<file path="config.mk">
export PLATFORM = sky130hd
export DESIGN_NAME = eia_accept
export DESIGN_NICKNAME = d
export VERILOG_FILES = /design/src/eia_accept.v
export VERILOG_INCLUDE_DIRS = /design/src
export SDC_FILE = /design/constraint.sdc
export NUM_CORES = 2
export LEC_CHECK = 0
export BUFFER_PORTS_ARGS = -buffer_cell sky130_fd_sc_hd__buf_4
export CELL_PAD_IN_SITES_DETAIL_PLACEMENT = 0
export CELL_PAD_IN_SITES_GLOBAL_PLACEMENT = 2
export CORE_ASPECT_RATIO = 1.75
export CORE_UTILIZATION = 43
export CTS_CLUSTER_SIZE = 30
export DETAILED_ROUTE_END_ITERATION = 8
export PLACE_DENSITY = 0.92
export RECOVER_POWER = 25
export SYNTH_ARGS = -nofsm -noshare
export SYNTH_HDL_FRONTEND = slang
export SYNTH_SLANG_ARGS = --single-unit
</file>
<file path="constraint.sdc">
create_clock -name clk -period 66.2 [get_ports clk]
set_input_delay 3.31 -clock clk [delete_from_list [all_inputs] [get_ports clk]]
set_output_delay 3.31 -clock clk [all_outputs]
set_load 0.03 [all_outputs]
</file>
<file path="src/eia_map.vh">
`ifndef EIA_MAP_VH
`define EIA_MAP_VH
// ----------------------------------------
// Register offsets
// ----------------------------------------
`define EIA_OFF_ITB 8'h00
`define EIA_OFF_ETB 8'h04
`define EIA_OFF_FHA 8'h08
`define EIA_OFF_PSW 8'h0C
`define EIA_OFF_PMODE 8'h10
`define EIA_OFF_FILT 8'h14
`define EIA_OFF_PCFG 8'h18
`define EIA_OFF_FSRC 8'h1C
`define EIA_OFF_LVL0 8'h20
`define EIA_OFF_LVL1 8'h24
`define EIA_OFF_LVL2 8'h28
`define EIA_OFF_LVL3 8'h2C
`define EIA_OFF_ISTAT 8'h30
`define EIA_OFF_ESTAT 8'h34
`define EIA_OFF_EMASK 8'h38
// ----------------------------------------
// Field positions and reset values
// ----------------------------------------
`define EIA_PSW_MASK_MSB 3
`define EIA_PSW_IE_BIT 16
`define EIA_PSW_RST 32'h0001_0000
`define EIA_PSW_MASK_RST 4'h0
`define EIA_PSW_IE_RST 1'b1
`define EIA_FILT_DIV_LSB 16
`define EIA_FSRC_EN_BIT 8
// ----------------------------------------
// Source layout
// ----------------------------------------
`define EIA_NPIN 16
`define EIA_NPER 8
`define EIA_NSRC 25
`define EIA_SRC_GRP 24
`define EIA_VEC_PIN 8'h40
`define EIA_VEC_PER 8'h50
`define EIA_VEC_GRP 8'h58
// ----------------------------------------
// Fixed addresses and exception offsets
// ----------------------------------------
`define EIA_RESET_VEC 32'hFFFF_FFFC
`define EIA_XOFF_PRIV 32'h0000_0050
`define EIA_XOFF_ACC 32'h0000_0054
`define EIA_XOFF_UND 32'h0000_005C
`define EIA_XOFF_FPU 32'h0000_0064
`define EIA_XOFF_NMI 32'h0000_0078
// ----------------------------------------
// Event kinds
// ----------------------------------------
`define EIA_K_RESET 4'h0
`define EIA_K_NMI 4'h1
`define EIA_K_INT 4'h2
`define EIA_K_FAST 4'h3
`define EIA_K_FACC 4'h4
`define EIA_K_UND 4'h5
`define EIA_K_PRIV 4'h6
`define EIA_K_TRAP 4'h7
`define EIA_K_OACC 4'h8
`define EIA_K_FPU 4'h9
// ----------------------------------------
// Pin detection modes and filter timing
// ----------------------------------------
`define EIA_DET_LOW 2'h0
`define EIA_DET_FALL 2'h1
`define EIA_DET_RISE 2'h2
`define EIA_DET_BOTH 2'h3
`define EIA_DIV1 6'h00
`define EIA_DIV8 6'h07
`define EIA_DIV32 6'h1F
`define EIA_DIV64 6'h3F
`endif

</file>
<file path="src/eia_accept.v">
// Function
// - Instruction-fetch and operand access exceptions rank below interrupt requests.
// - Among interrupts the controller picks by level, then lowest source index.
// - Interrupt and trap vectors come from the interrupt table base.
// - System exception vectors come from the exception table base.
// - Privileged at 0x50, access at 0x54, undefined at 0x5C in exception table.
// - Floating-point at 0x64, non-maskable at 0x78 in exception table.
// - Reset vector is fixed at 0xFFFFFFFC, never relocated.
// - Fast interrupt takes its handler from the fast handler address register.
// - 4-bit mask; accept only when source level is strictly above it.
// - Global enable bit in status word; 0 blocks, 1 permits maskable interrupts.
// - Global enable is 1 after reset.
// - Accepting any event clears the global enable to 0.
// - A request sets its source status flag to 1.
// - Sixteen pins, each low level, falling, rising or both-edge detection.
// - Each pin has a configurable digital noise filter before detection.
// - Peripheral sources use edge or level detection and may be grouped.
// - Edge-detected source flag clears automatically on acceptance.
// - Level-detected ungrouped peripheral source clears peripheral flag and status flag on acceptance.
`timescale 1ns/1ps
`default_nettype none
`include "eia_map.vh"
module eia_accept (
  // Clock and reset
  input wire clk,
  input wire rst_n,
  // APB slave
  input wire psel,
  input wire penable,
  input wire pwrite,
  input wire [7:0] paddr,
  input wire [31:0] pwdata,
  output reg [31:0] prdata,
  output reg pready,
  output reg pslverr,
  // Interrupt sources
  input wire [15:0] external_pin_request,
  input wire [7:0] periph_req,
  output reg [7:0] periph_clr,
  // Exception requests from the core
  input wire nmi_req,
  input wire exc_fetch_acc,
  input wire exc_undef,
  input wire exc_priv,
  input wire trap_req,
  input wire [7:0] trap_num,
  input wire exc_oper_acc,
  input wire exc_fpu,
  // Event presented to the core
  output reg evt_valid,
  output reg [3:0] evt_kind,
  output reg [31:0] evt_addr,
  input wire evt_ack,
  // Status word view and interrupt
  output reg [3:0] cpu_priority_mask,
  output reg cpu_int_enable,
  output reg irq
);

  // ----------------------------------------
  // Registers
  // ----------------------------------------
  reg [31:0] interrupt_table_base_q, exception_table_base_q, fast_handler_address_q, pmode_q, hist_q;
  reg [15:0] filt_en_q, pin_s1_q, pin_s2_q, filt_q, filt_prev_q;
  reg [7:0] per_lvl_q, per_grp_q, per_prev_q;
  reg [4:0] fast_src_q, src_q;
  reg [3:0] mask_q, estat_q, emask_q;
  reg [1:0] filt_div_q;
  reg ie_q, fast_en_q;
  reg [99:0] lvl_q;
  reg [`EIA_NSRC-1:0] istat_q;
  reg [5:0] div_cnt_q;

  function [3:0] lvl_of;
    input [99:0] lv;
    input [4:0] idx;
    begin
      lvl_of = lv[idx*4 +: 4];
    end
  endfunction

  // ----------------------------------------
  // Source detection: filter divider, pins and peripherals
  // ----------------------------------------
  reg [5:0] div_lim;
  wire tick;
  always @* begin
    case (filt_div_q)
      2'h0: div_lim = `EIA_DIV1;
      2'h1: div_lim = `EIA_DIV8;
      2'h2: div_lim = `EIA_DIV32;
      default: div_lim = `EIA_DIV64;
    endcase
  end
  assign tick = (div_cnt_q >= div_lim);

  always @(posedge clk or negedge rst_n) begin
    if (!rst_n) begin
      div_cnt_q <= 6'h00;
    end else if (tick) begin
      div_cnt_q <= 6'h00;
    end else begin
      div_cnt_q <= div_cnt_q + 6'h01;
    end
  end
  wire [15:0] pin_set;
  genvar g;
  generate
    for (g = 0; g < `EIA_NPIN; g = g + 1) begin : pin
      wire [1:0] md;
      assign md = pmode_q[2*g +: 2];
      always @(posedge clk or negedge rst_n) begin
        if (!rst_n) begin
          hist_q[2*g +: 2] <= 2'h3;
          filt_q[g] <= 1'b1;
        end else if (!filt_en_q[g]) begin
          hist_q[2*g +: 2] <= {pin_s2_q[g], pin_s2_q[g]};
          filt_q[g] <= pin_s2_q[g];
        end else if (tick) begin
          // Three equal samples in a row move the filtered level
          hist_q[2*g +: 2] <= {hist_q[2*g], pin_s2_q[g]};
          if (hist_q[2*g+1] == pin_s2_q[g] && hist_q[2*g] == pin_s2_q[g]) begin
            filt_q[g] <= pin_s2_q[g];
          end
        end
      end
      assign pin_set[g] = (md == `EIA_DET_LOW) ? ~filt_q[g] :
                          (md == `EIA_DET_FALL) ? (filt_prev_q[g] & ~filt_q[g]) :
                          (md == `EIA_DET_RISE) ? (~filt_prev_q[g] & filt_q[g]) :
                          (filt_prev_q[g] ^ filt_q[g]);
    end
  endgenerate

  always @(posedge clk or negedge rst_n) begin
    if (!rst_n) begin
      pin_s1_q <= 16'hFFFF;
      pin_s2_q <= 16'hFFFF;
      filt_prev_q <= 16'hFFFF;
      per_prev_q <= 8'h00;
    end else begin
      pin_s1_q <= external_pin_request;
      pin_s2_q <= pin_s1_q;
      filt_prev_q <= filt_q;
      per_prev_q <= periph_req;
    end
  end
  wire [7:0] per_det;
  wire [7:0] per_set;
  wire grp_set;
  assign per_det = (per_lvl_q & periph_req) | (~per_lvl_q & periph_req & ~per_prev_q);
  assign per_set = per_det & ~per_grp_q;
  assign grp_set = |(per_det & per_grp_q);

  // ----------------------------------------
  // Interrupt arbitration and event selection
  // ----------------------------------------
  reg int_ok;
  reg [4:0] win;
  reg [3:0] win_lvl;
  integer i;
  always @* begin
    int_ok = 1'b0;
    win = 5'h00;
    win_lvl = 4'h0;
    for (i = 0; i < `EIA_NSRC; i = i + 1) begin
      // Strictly above the mask; ties go to the lowest index
      if (istat_q[i] && lvl_of(lvl_q, i[4:0]) > mask_q && (!int_ok || lvl_of(lvl_q, i[4:0]) > win_lvl)) begin
        int_ok = 1'b1;
        win = i[4:0];
        win_lvl = lvl_of(lvl_q, i[4:0]);
      end
    end
  end

  reg [7:0] win_vec;
  always @* begin
    if (win < 5'd16) begin
      win_vec = `EIA_VEC_PIN + {3'h0, win};
    end else if (win < 5'd24) begin
      win_vec = `EIA_VEC_PER + {3'h0, win - 5'd16};
    end else begin
      win_vec = `EIA_VEC_GRP;
    end
  end
  reg sel_v;
  reg [3:0] sel_k;
  reg [31:0] sel_a;
  always @* begin
    sel_v = 1'b1;
    sel_k = `EIA_K_NMI;
    sel_a = exception_table_base_q + `EIA_XOFF_NMI;
    if (nmi_req) begin
      sel_k = `EIA_K_NMI;
    end else if (int_ok && ie_q) begin
      if (fast_en_q && win == fast_src_q) begin
        sel_k = `EIA_K_FAST;
        sel_a = fast_handler_address_q;
      end else begin
        sel_k = `EIA_K_INT;
        sel_a = interrupt_table_base_q + {22'h0, win_vec, 2'h0};
      end
    end else if (exc_fetch_acc) begin
      sel_k = `EIA_K_FACC;
      sel_a = exception_table_base_q + `EIA_XOFF_ACC;
    end else if (exc_undef) begin
      sel_k = `EIA_K_UND;
      sel_a = exception_table_base_q + `EIA_XOFF_UND;
    end else if (exc_priv) begin
      sel_k = `EIA_K_PRIV;
      sel_a = exception_table_base_q + `EIA_XOFF_PRIV;
    end else if (trap_req) begin
      sel_k = `EIA_K_TRAP;
      sel_a = interrupt_table_base_q + {22'h0, trap_num, 2'h0};
    end else if (exc_oper_acc) begin
      sel_k = `EIA_K_OACC;
      sel_a = exception_table_base_q + `EIA_XOFF_ACC;
    end else if (exc_fpu) begin
      sel_k = `EIA_K_FPU;
      sel_a = exception_table_base_q + `EIA_XOFF_FPU;
    end else begin
      sel_v = 1'b0;
    end
  end

  // ----------------------------------------
  // Presentation to the core
  // ----------------------------------------
  wire take;
  wire take_int;
  wire [7:0] per_take;
  assign take = evt_valid & evt_ack;
  assign take_int = take & (evt_kind == `EIA_K_INT || evt_kind == `EIA_K_FAST);
  assign per_take = (take_int && src_q >= 5'd16 && src_q < 5'd24) ? (per_lvl_q & (8'h01 << (src_q - 5'd16))) : 8'h00;
  always @(posedge clk or negedge rst_n) begin
    if (!rst_n) begin
      evt_valid <= 1'b1;
      evt_kind <= `EIA_K_RESET;
      evt_addr <= `EIA_RESET_VEC;
      src_q <= 5'h00;
      periph_clr <= 8'h00;
    end else begin
      periph_clr <= per_take;
      if (take) begin
        evt_valid <= 1'b0;
      end else if (!evt_valid && sel_v) begin
        evt_valid <= 1'b1;
        evt_kind <= sel_k;
        evt_addr <= sel_a;
        src_q <= win;
      end
    end
  end

  // ----------------------------------------
  // APB slave
  // ----------------------------------------
  wire wr;
  wire setup;
  reg hit;
  reg [31:0] rd;
  assign wr = psel & penable & pwrite & pready;
  assign setup = psel & ~penable;

  always @* begin
    hit = 1'b1;
    rd = 32'h0000_0000;
    case (paddr)
      `EIA_OFF_ITB: rd = interrupt_table_base_q;
      `EIA_OFF_ETB: rd = exception_table_base_q;
      `EIA_OFF_FHA: rd = fast_handler_address_q;
      `EIA_OFF_PSW: rd = {15'h0, ie_q, 12'h0, mask_q};
      `EIA_OFF_PMODE: rd = pmode_q;
      `EIA_OFF_FILT: rd = {14'h0, filt_div_q, filt_en_q};
      `EIA_OFF_PCFG: rd = {16'h0, per_grp_q, per_lvl_q};
      `EIA_OFF_FSRC: rd = {23'h0, fast_en_q, 3'h0, fast_src_q};
      `EIA_OFF_LVL0: rd = lvl_q[31:0];
      `EIA_OFF_LVL1: rd = lvl_q[63:32];
      `EIA_OFF_LVL2: rd = lvl_q[95:64];
      `EIA_OFF_LVL3: rd = {28'h0, lvl_q[99:96]};
      `EIA_OFF_ISTAT: rd = {7'h0, istat_q};
      `EIA_OFF_ESTAT: rd = {28'h0, estat_q};
      `EIA_OFF_EMASK: rd = {28'h0, emask_q};
      default: hit = 1'b0;
    endcase
  end

  always @(posedge clk or negedge rst_n) begin
    if (!rst_n) begin
      pready <= 1'b0;
      prdata <= 32'h0000_0000;
      pslverr <= 1'b0;
    end else begin
      pready <= setup;
      prdata <= (setup && !pwrite) ? rd : 32'h0000_0000;
      pslverr <= setup & ~hit;
    end
  end

  always @(posedge clk or negedge rst_n) begin
    if (!rst_n) begin
      interrupt_table_base_q <= 32'h0000_0000;
      exception_table_base_q <= 32'h0000_0000;
      fast_handler_address_q <= 32'h0000_0000;
      pmode_q <= 32'h0000_0000;
      filt_en_q <= 16'h0000;
      filt_div_q <= 2'h0;
      per_lvl_q <= 8'h00;
      per_grp_q <= 8'h00;
      fast_src_q <= 5'h00;
      fast_en_q <= 1'b0;
      lvl_q <= 100'h0;
      emask_q <= 4'h0;
    end else if (wr) begin
      case (paddr)
        `EIA_OFF_ITB: interrupt_table_base_q <= pwdata;
        `EIA_OFF_ETB: exception_table_base_q <= pwdata;
        `EIA_OFF_FHA: fast_handler_address_q <= pwdata;
        `EIA_OFF_PMODE: pmode_q <= pwdata;
        `EIA_OFF_FILT: begin
          filt_en_q <= pwdata[15:0];
          filt_div_q <= pwdata[`EIA_FILT_DIV_LSB +: 2];
        end
        `EIA_OFF_PCFG: begin
          per_lvl_q <= pwdata[7:0];
          per_grp_q <= pwdata[15:8];
        end
        `EIA_OFF_FSRC: begin
          fast_src_q <= pwdata[4:0];
          fast_en_q <= pwdata[`EIA_FSRC_EN_BIT];
        end
        `EIA_OFF_LVL0: lvl_q[31:0] <= pwdata;
        `EIA_OFF_LVL1: lvl_q[63:32] <= pwdata;
        `EIA_OFF_LVL2: lvl_q[95:64] <= pwdata;
        `EIA_OFF_LVL3: lvl_q[99:96] <= pwdata[3:0];
        `EIA_OFF_EMASK: emask_q <= pwdata[3:0];
        default: ;
      endcase
    end
  end

  // ----------------------------------------
  // Status word
  // ----------------------------------------
  always @(posedge clk or negedge rst_n) begin
    if (!rst_n) begin
      mask_q <= `EIA_PSW_MASK_RST;
      ie_q <= `EIA_PSW_IE_RST;
    end else begin
      if (wr && paddr == `EIA_OFF_PSW) begin
        mask_q <= pwdata[`EIA_PSW_MASK_MSB:0];
        ie_q <= pwdata[`EIA_PSW_IE_BIT];
      end
      if (take) begin
        ie_q <= 1'b0;
      end
    end
  end

  // ----------------------------------------
  // Status flags and interrupt output
  // ----------------------------------------
  wire [`EIA_NSRC-1:0] src_set;
  wire [`EIA_NSRC-1:0] src_clr;
  assign src_set = {grp_set, per_set & ~(per_take | periph_clr), pin_set};
  assign src_clr = (take_int ? ({{(`EIA_NSRC-1){1'b0}}, 1'b1} << src_q) : {`EIA_NSRC{1'b0}}) |
                   ((wr && paddr == `EIA_OFF_ISTAT) ? pwdata[`EIA_NSRC-1:0] : {`EIA_NSRC{1'b0}});

  always @(posedge clk or negedge rst_n) begin
    if (!rst_n) begin
      istat_q <= {`EIA_NSRC{1'b0}};
    end else begin
      // A new request wins over the clear in the same cycle
      istat_q <= (istat_q & ~src_clr) | src_set;
    end
  end
  wire [3:0] ev;
  assign ev[0] = take_int;
  assign ev[1] = take & ~take_int & (evt_kind != `EIA_K_NMI);
  assign ev[2] = take & (evt_kind == `EIA_K_NMI);
  assign ev[3] = int_ok & ~ie_q;

  always @(posedge clk or negedge rst_n) begin
    if (!rst_n) begin
      estat_q <= 4'h0;
      irq <= 1'b0;
      cpu_priority_mask <= 4'h0;
      cpu_int_enable <= 1'b0;
    end else begin
      estat_q <= (estat_q & ~((wr && paddr == `EIA_OFF_ESTAT) ? pwdata[3:0] : 4'h0)) | ev;
      irq <= |(estat_q & emask_q);
      cpu_priority_mask <= mask_q;
      cpu_int_enable <= ie_q;
    end
  end

endmodule
`default_nettype wire

</file>
# Yosys cells after proc, flatten, opt, wreduce, memory -nomap -nowiden
# Index checks and enable logic that the tools add are counted.
# word_totals
regBits	506
in_bits	85
output_inout_bits	85
wordCells	788
# classes
n_addsub	12
magnitude_cmp	54
n_eq_ne	117
n_shift	2
mux	242
bitwise	117
n_reduce_logical	177
# op_table
operator	n
$pmux 32 s15	1
$mux 32	10
$gt 4x4->1	49
$add 32x7->32 const B	5
$mux 1	136
$mux 4	33
$mux 5	23
$logic_and 1x1->1	74
$add 32x10->32	2
$mux 2	32
$ne 2x1->1 const B	32
$reduce_and 2->1	29
$and 8x8->8	7
$eq 8x6->1 const B	7
$mux 25	2
$or 25x25->25	2
$and 1x1->1	43
$not 1->1	37
$eq 2x1->1 const B	17
$eq 2x2->1 const B	17
$logic_not 2->1	17
$eq 1x1->1	32
$eq 8x5->1 const B	4
$not 8->8	4
other kinds (31)	106

# Longest topological paths before layout
# logic_depth
ltp_word	107
ltp_mapped	223
mapped_depth_nobuf	220

# Least setup slack after synthesis
# OpenSTA, ideal clock, no wires.
# synth_timing
kind	register -> register
start	reg mask_q[3]
end	reg evt_addr[24]
setup_ns	0.073
arrival_time_ns	38.517
t_required_ns	66.127
setup_slack_ns	27.610
stages_incl_launch_ff	208
synth_period_minus_slack_ns	38.590
path_cell_list	dfrtp_1 > inv_1 > ha_1 > nand4_1 > nand2_1 > a21oi_2 > nand2_1 > ha_1 > nor2b_1 > o211ai_1 > a21oi_1 > a21oi_1 > a22o_1 > inv_1 > ha_1 > nor2b_1 > o21a_1 > nor3_1 > [... 172 more ...] > a21oi_1 > a311o_1 > inv_1 > ha_1 > inv_1 > fa_1 > nor2b_1 > o21ai_0 > nand2b_1 > a21o_1 > a21o_1 > o21ai_0 > nor3_1 > nand4_1 > xor2_1 > a211oi_1 > a31oi_1 > a21oi_1
# synth_via
elab_chain_cells	107
elab_cells_between_ends	237
cone_classes	add/sub (4); order compare (51); eq/ne (1); mux (80); reduce/logical (101)
# synth_lines
item	line_no	rtl
start: declaration	eia_accept.v:67	reg [3:0] mask_q, estat_q, emask_q;
start signal: assignment	eia_accept.v:346	mask_q <= `EIA_PSW_MASK_RST;
start signal: assignment	eia_accept.v:350	mask_q <= pwdata[`EIA_PSW_MASK_MSB:0];
$gt 4x4->1	eia_accept.v:167	if (istat_q[i] && lvl_of(lvl_q, i[4:0]) > mask_q && (!int_ok || lvl_of(lvl_q, i[4:0]) > win_lvl)) begin
$logic_and 1x1->1	eia_accept.v:167	
$mux 4 / $mux 1 (equally long branches)	eia_accept.v:167	
$gt 4x4->1 / $logic_not 1->1 (equally long branches)	eia_accept.v:167	
$logic_or 1x1->1	eia_accept.v:167	
$logic_and 1x1->1	eia_accept.v:167	
$mux 4 / $mux 1 (equally long branches)	eia_accept.v:167	
$gt 4x4->1 / $logic_not 1->1 (equally long branches)	eia_accept.v:167	
[... 91 more ...]	n/a	
$sub 5x5->5	eia_accept.v:180	win_vec = `EIA_VEC_PER + {3'h0, win - 5'd16};
$add 7x5->8 (no source line)	n/a	
$mux 8	eia_accept.v:179	end else if (win < 5'd24) begin
$mux 8	eia_accept.v:177	if (win < 5'd16) begin
$add 32x10->32	eia_accept.v:200	sel_a = interrupt_table_base_q + {22'h0, win_vec, 2'h0};
$mux 32	eia_accept.v:195	if (fast_en_q && win == fast_src_q) begin
$mux 32	eia_accept.v:194	end else if (int_ok && ie_q) begin
$mux 32	eia_accept.v:192	if (nmi_req) begin
end signal: assignment	eia_accept.v:238	evt_addr <= `EIA_RESET_VEC;
end signal: assignment	eia_accept.v:248	evt_addr <= sel_a;
end: declaration	eia_accept.v:52	output reg [31:0] evt_addr,
# Several ways; a longest one is shown, not always the timed one.
# A chain may end at the register's enable or synchronous reset.

# Final worst setup path
# layout_timing
start	reg mask_q[0]
end	reg evt_addr[24]
# The elaborated chain is that of the path after synthesis.

==> run metrics <==
WHS Path Cells 0; pin count of the biggest net entering global routing 163; most common cell after layout, fill and taps aside dfrtp_1; Flop pwr share 42.0%; starting density of the core 43.6%; fraction of registers with async set/reset 100%; grt total ovfl 0; Tcrit/Tclk final 70.1%; layout cells sized above 1 20.4%; Core Box Area 80100 um^2; Post-DP Area 37200 um^2; Post-CTS Setup Bufs 0; Setup crit start kind register; synthesis-to-finish area growth 11.5%; fin nets 4149; DRT antenna net count 0; Post-synth EDFFs 0; fin. max-slew vios 394; Worst Tran Pin Value 8160 ps; RSZ-0062 raised after global routing false; WP data required 66800 ps; peak supply drop 0.0199 mV; Area contributors post-synth dfrtp_1 27%, mux2_2 10%, dfstp_2 9.6%; Clk Latency, worst-skew pair 670 ps; FF+latch count, synth 506; Die Y-Extent 379 um; YS warnings 0; cts bufs inserted 51; Fin. Hold Viols 0; Comb power frac 19.7%; DPL Wire Length 112000 um; vias in the first global route 30869; crit path time final 46410 ps; Clock Root Buffer clkbuf_16; H-Tree Depth 2; Die ar. 82400 um^2; Power Internal 0.000578 W; distinct cell type count after synthesis 99; syn_nets 4082; HP Class reg2reg; failing checks max-capacitance violations, max-slew violations; filler instances 7772; Top FF cell, synth dfrtp_1; Synth area leader dfrtp_1; cts repair resizes 0; cell mode on critical path a21oi_1; GR Layer Usage met1 38.9%; Post-Synthesis Cells 3751; crit end category register; commonest cells after routing, fill and taps aside 378 x dfrtp_1, 328 x nand2_1, 316 x mux2_2; input/output buffers 169; GRT Util Overall 35.6%; Total Neg Setup Slack 0 ps; TritonCTS Sinks 506; slowest CP cell clkbuf_1; CP arrival 47010 ps; FMAX 21.5 MHz; # rows 137; sw frac 32.0%; top cell type's share of synthesized area 27.1%; Die X 217 um; Crit path depth 208; crit-path max FO 29; design area 38900 um^2; met2 GRT Util 60.0%; status complete, but fails checks; First DRT Iteration DRCs 3353; buffers and inverters on the worst path 19; GRT busiest layer met2; via count 31665; clock skew 27.9 ps; endpoints failing setup 0; CTS clk-pin slew, worst paths 70 ps; Slew HR -444%; crit path kind reg2reg; Critical Path Max Stage Delay 1610 ps; FF-to-FF path depth 208; initial antenna violation count 3; clk buf depth 3; Total Wirelength 148000 um; post-DR vias/cell 6.46; maxcap violations 5; global-route wire length before repair 212000 um; DRT Pass-1 Iters 8; grt met3 use 5.79%; drt drc 0; drt wl/cell 30.2 um; pwr dens 21.8 nW/um^2; sequential share of the synthesized area 36.7%; clock share of power 38.3%; RePlAce Congestion 1.03; CP delay by family, top compound AO/OA/AOI/OAI gates; IO Count 170; Post-Syn Area 34900 um^2; Avg Cell Area, Syn 9.31 um^2; Leak 16.8 nW; Hold-fix buffers, CTS 0; switching power 0.000273 W; CTS tree built
==> power by group through the flow <==
stage / registers (W) / clock network [W] / logic (W)
3_5_place_dp: 0.000362 / 0 / 0.000166
4_1_cts: 0.000357 / 0.000329 / 0.000166
2_1_floorplan: 0.000372 / 0 / 0.0000797
5_1_grt: 0.000359 / 0.000339 / 0.000179
3_3_place_gp: 0.000362 / 0 / 0.000165
6_report: 0.000358 / 0.000326 / 0.000168
==> metal layers <==
layer	routed length, um	up-vias
met5	10	-
met4	14700	2
met3	9730	522
met2	71400	1539
met1	52200	15711
li1	-	13891
==> kinds of logic after synthesis <==
family	Yosys count	share of synthesized area (%)
xor+xnor	151	3.79
buf+inv	383	4.18
other cells	1	0.0107
flops	506	36.7
fa+ha+maj	248	8.91
mux	415	13.2
simple gates	1017	13.6
compound gates	1030	19.6
==> path summary, 6_finish.rpt <==
path	to	slack [ps]	startpoint
worst max-delay path	evt_addr[24]	19790	mask_q[0]
worst min-delay path	pin_s2_q[5]	360	pin_s1_q[5]
worst max register to register	evt_addr[24]	19790	mask_q[0]
worst min register to register	pin_s2_q[5]	360	pin_s1_q[5]
max in group asynchronous	lvl_of.lv[60]	50680	rst_n
min in group asynchronous	istat_q[0]	5160	rst_n
==> Yosys cell counts (11+ instances only) <==
| library cell | n |
|---|---|
| a211oi_1 | 88 |
| a21o_1 | 46 |
| a21oi_1 | 283 |
| a221oi_1 | 38 |
| a222oi_1 | 30 |
| a22o_1 | 12 |
| a22oi_1 | 50 |
| a31oi_1 | 38 |
| a32oi_1 | 11 |
| and2_1 | 14 |
| and3_1 | 20 |
| buf_1 | 33 |
| clkbuf_1 | 160 |
| dfrtp_1 | 378 |
| dfstp_2 | 128 |
| ha_1 | 244 |
| inv_1 | 175 |
| mux2_2 | 316 |
| mux2_4 | 15 |
| mux2i_1 | 84 |
| nand2_1 | 328 |
| nand2b_1 | 36 |
| nand3_1 | 83 |
| nand4_1 | 55 |
| nor2_1 | 269 |
| nor2b_1 | 58 |
| nor3_1 | 76 |
| o211a_1 | 11 |
| o211ai_1 | 34 |
| o21a_1 | 28 |
| o21ai_0 | 171 |
| o21ai_1 | 31 |
| o22ai_1 | 38 |
| o31ai_1 | 18 |
| or2_2 | 15 |
| or3_1 | 21 |
| xnor2_1 | 93 |
| xor2_1 | 58 |
==> per-stage QoR <==
stage                     setup WS (ps)  hold WS, ps  instances  utilization [%]  power, W
after floorplan                   27610          345       3751                -  0.000452
after global placement            22110          346       4807             46.4  0.000527
after detailed placement          21450          347       4807             46.4  0.000528
after CTS                         21370          356       4903             48.7  0.000852
after global routing              16730          357       4903             48.7  0.000877
final                             19790          355       4905             48.7  0.000851
==> sequential cells by signal, indices dropped and copies added (netlist names), 5 cells and up <==
register,cells
div_cnt_q,6
evt_addr,32
exception_table_base_q,32
fast_handler_address_q,32
fast_src_q,5
filt_en_q,16
filt_prev_q,16
filt_q,16
hist_q,32
interrupt_table_base_q,32
istat_q,25
lvl_of.lv,100
per_grp_q,8
per_lvl_q,8
per_prev_q,8
periph_clr,8
pin_s1_q,16
pin_s2_q,16
pmode_q,32
prdata,32
src_q,5
==> area by class of cell <==
type / count / area (um^2) / share of cell area, %
Tap cell: 1042 / 1300 / 3.35
Multi-Input combinational cell: 2862 / 20700 / 53.2
Inverter: 179 / 672 / 1.73
Sequential cell: 506 / 12800 / 32.9
Clock inverter: 21 / 385 / 0.989
Clock buffer: 75 / 1460 / 3.74
Timing Repair Buffer: 218 / 1600 / 4.11
Antenna cell: 2 / 5.00 / 0.0128
Note: power is estimated with default switching activity, not from simulation.
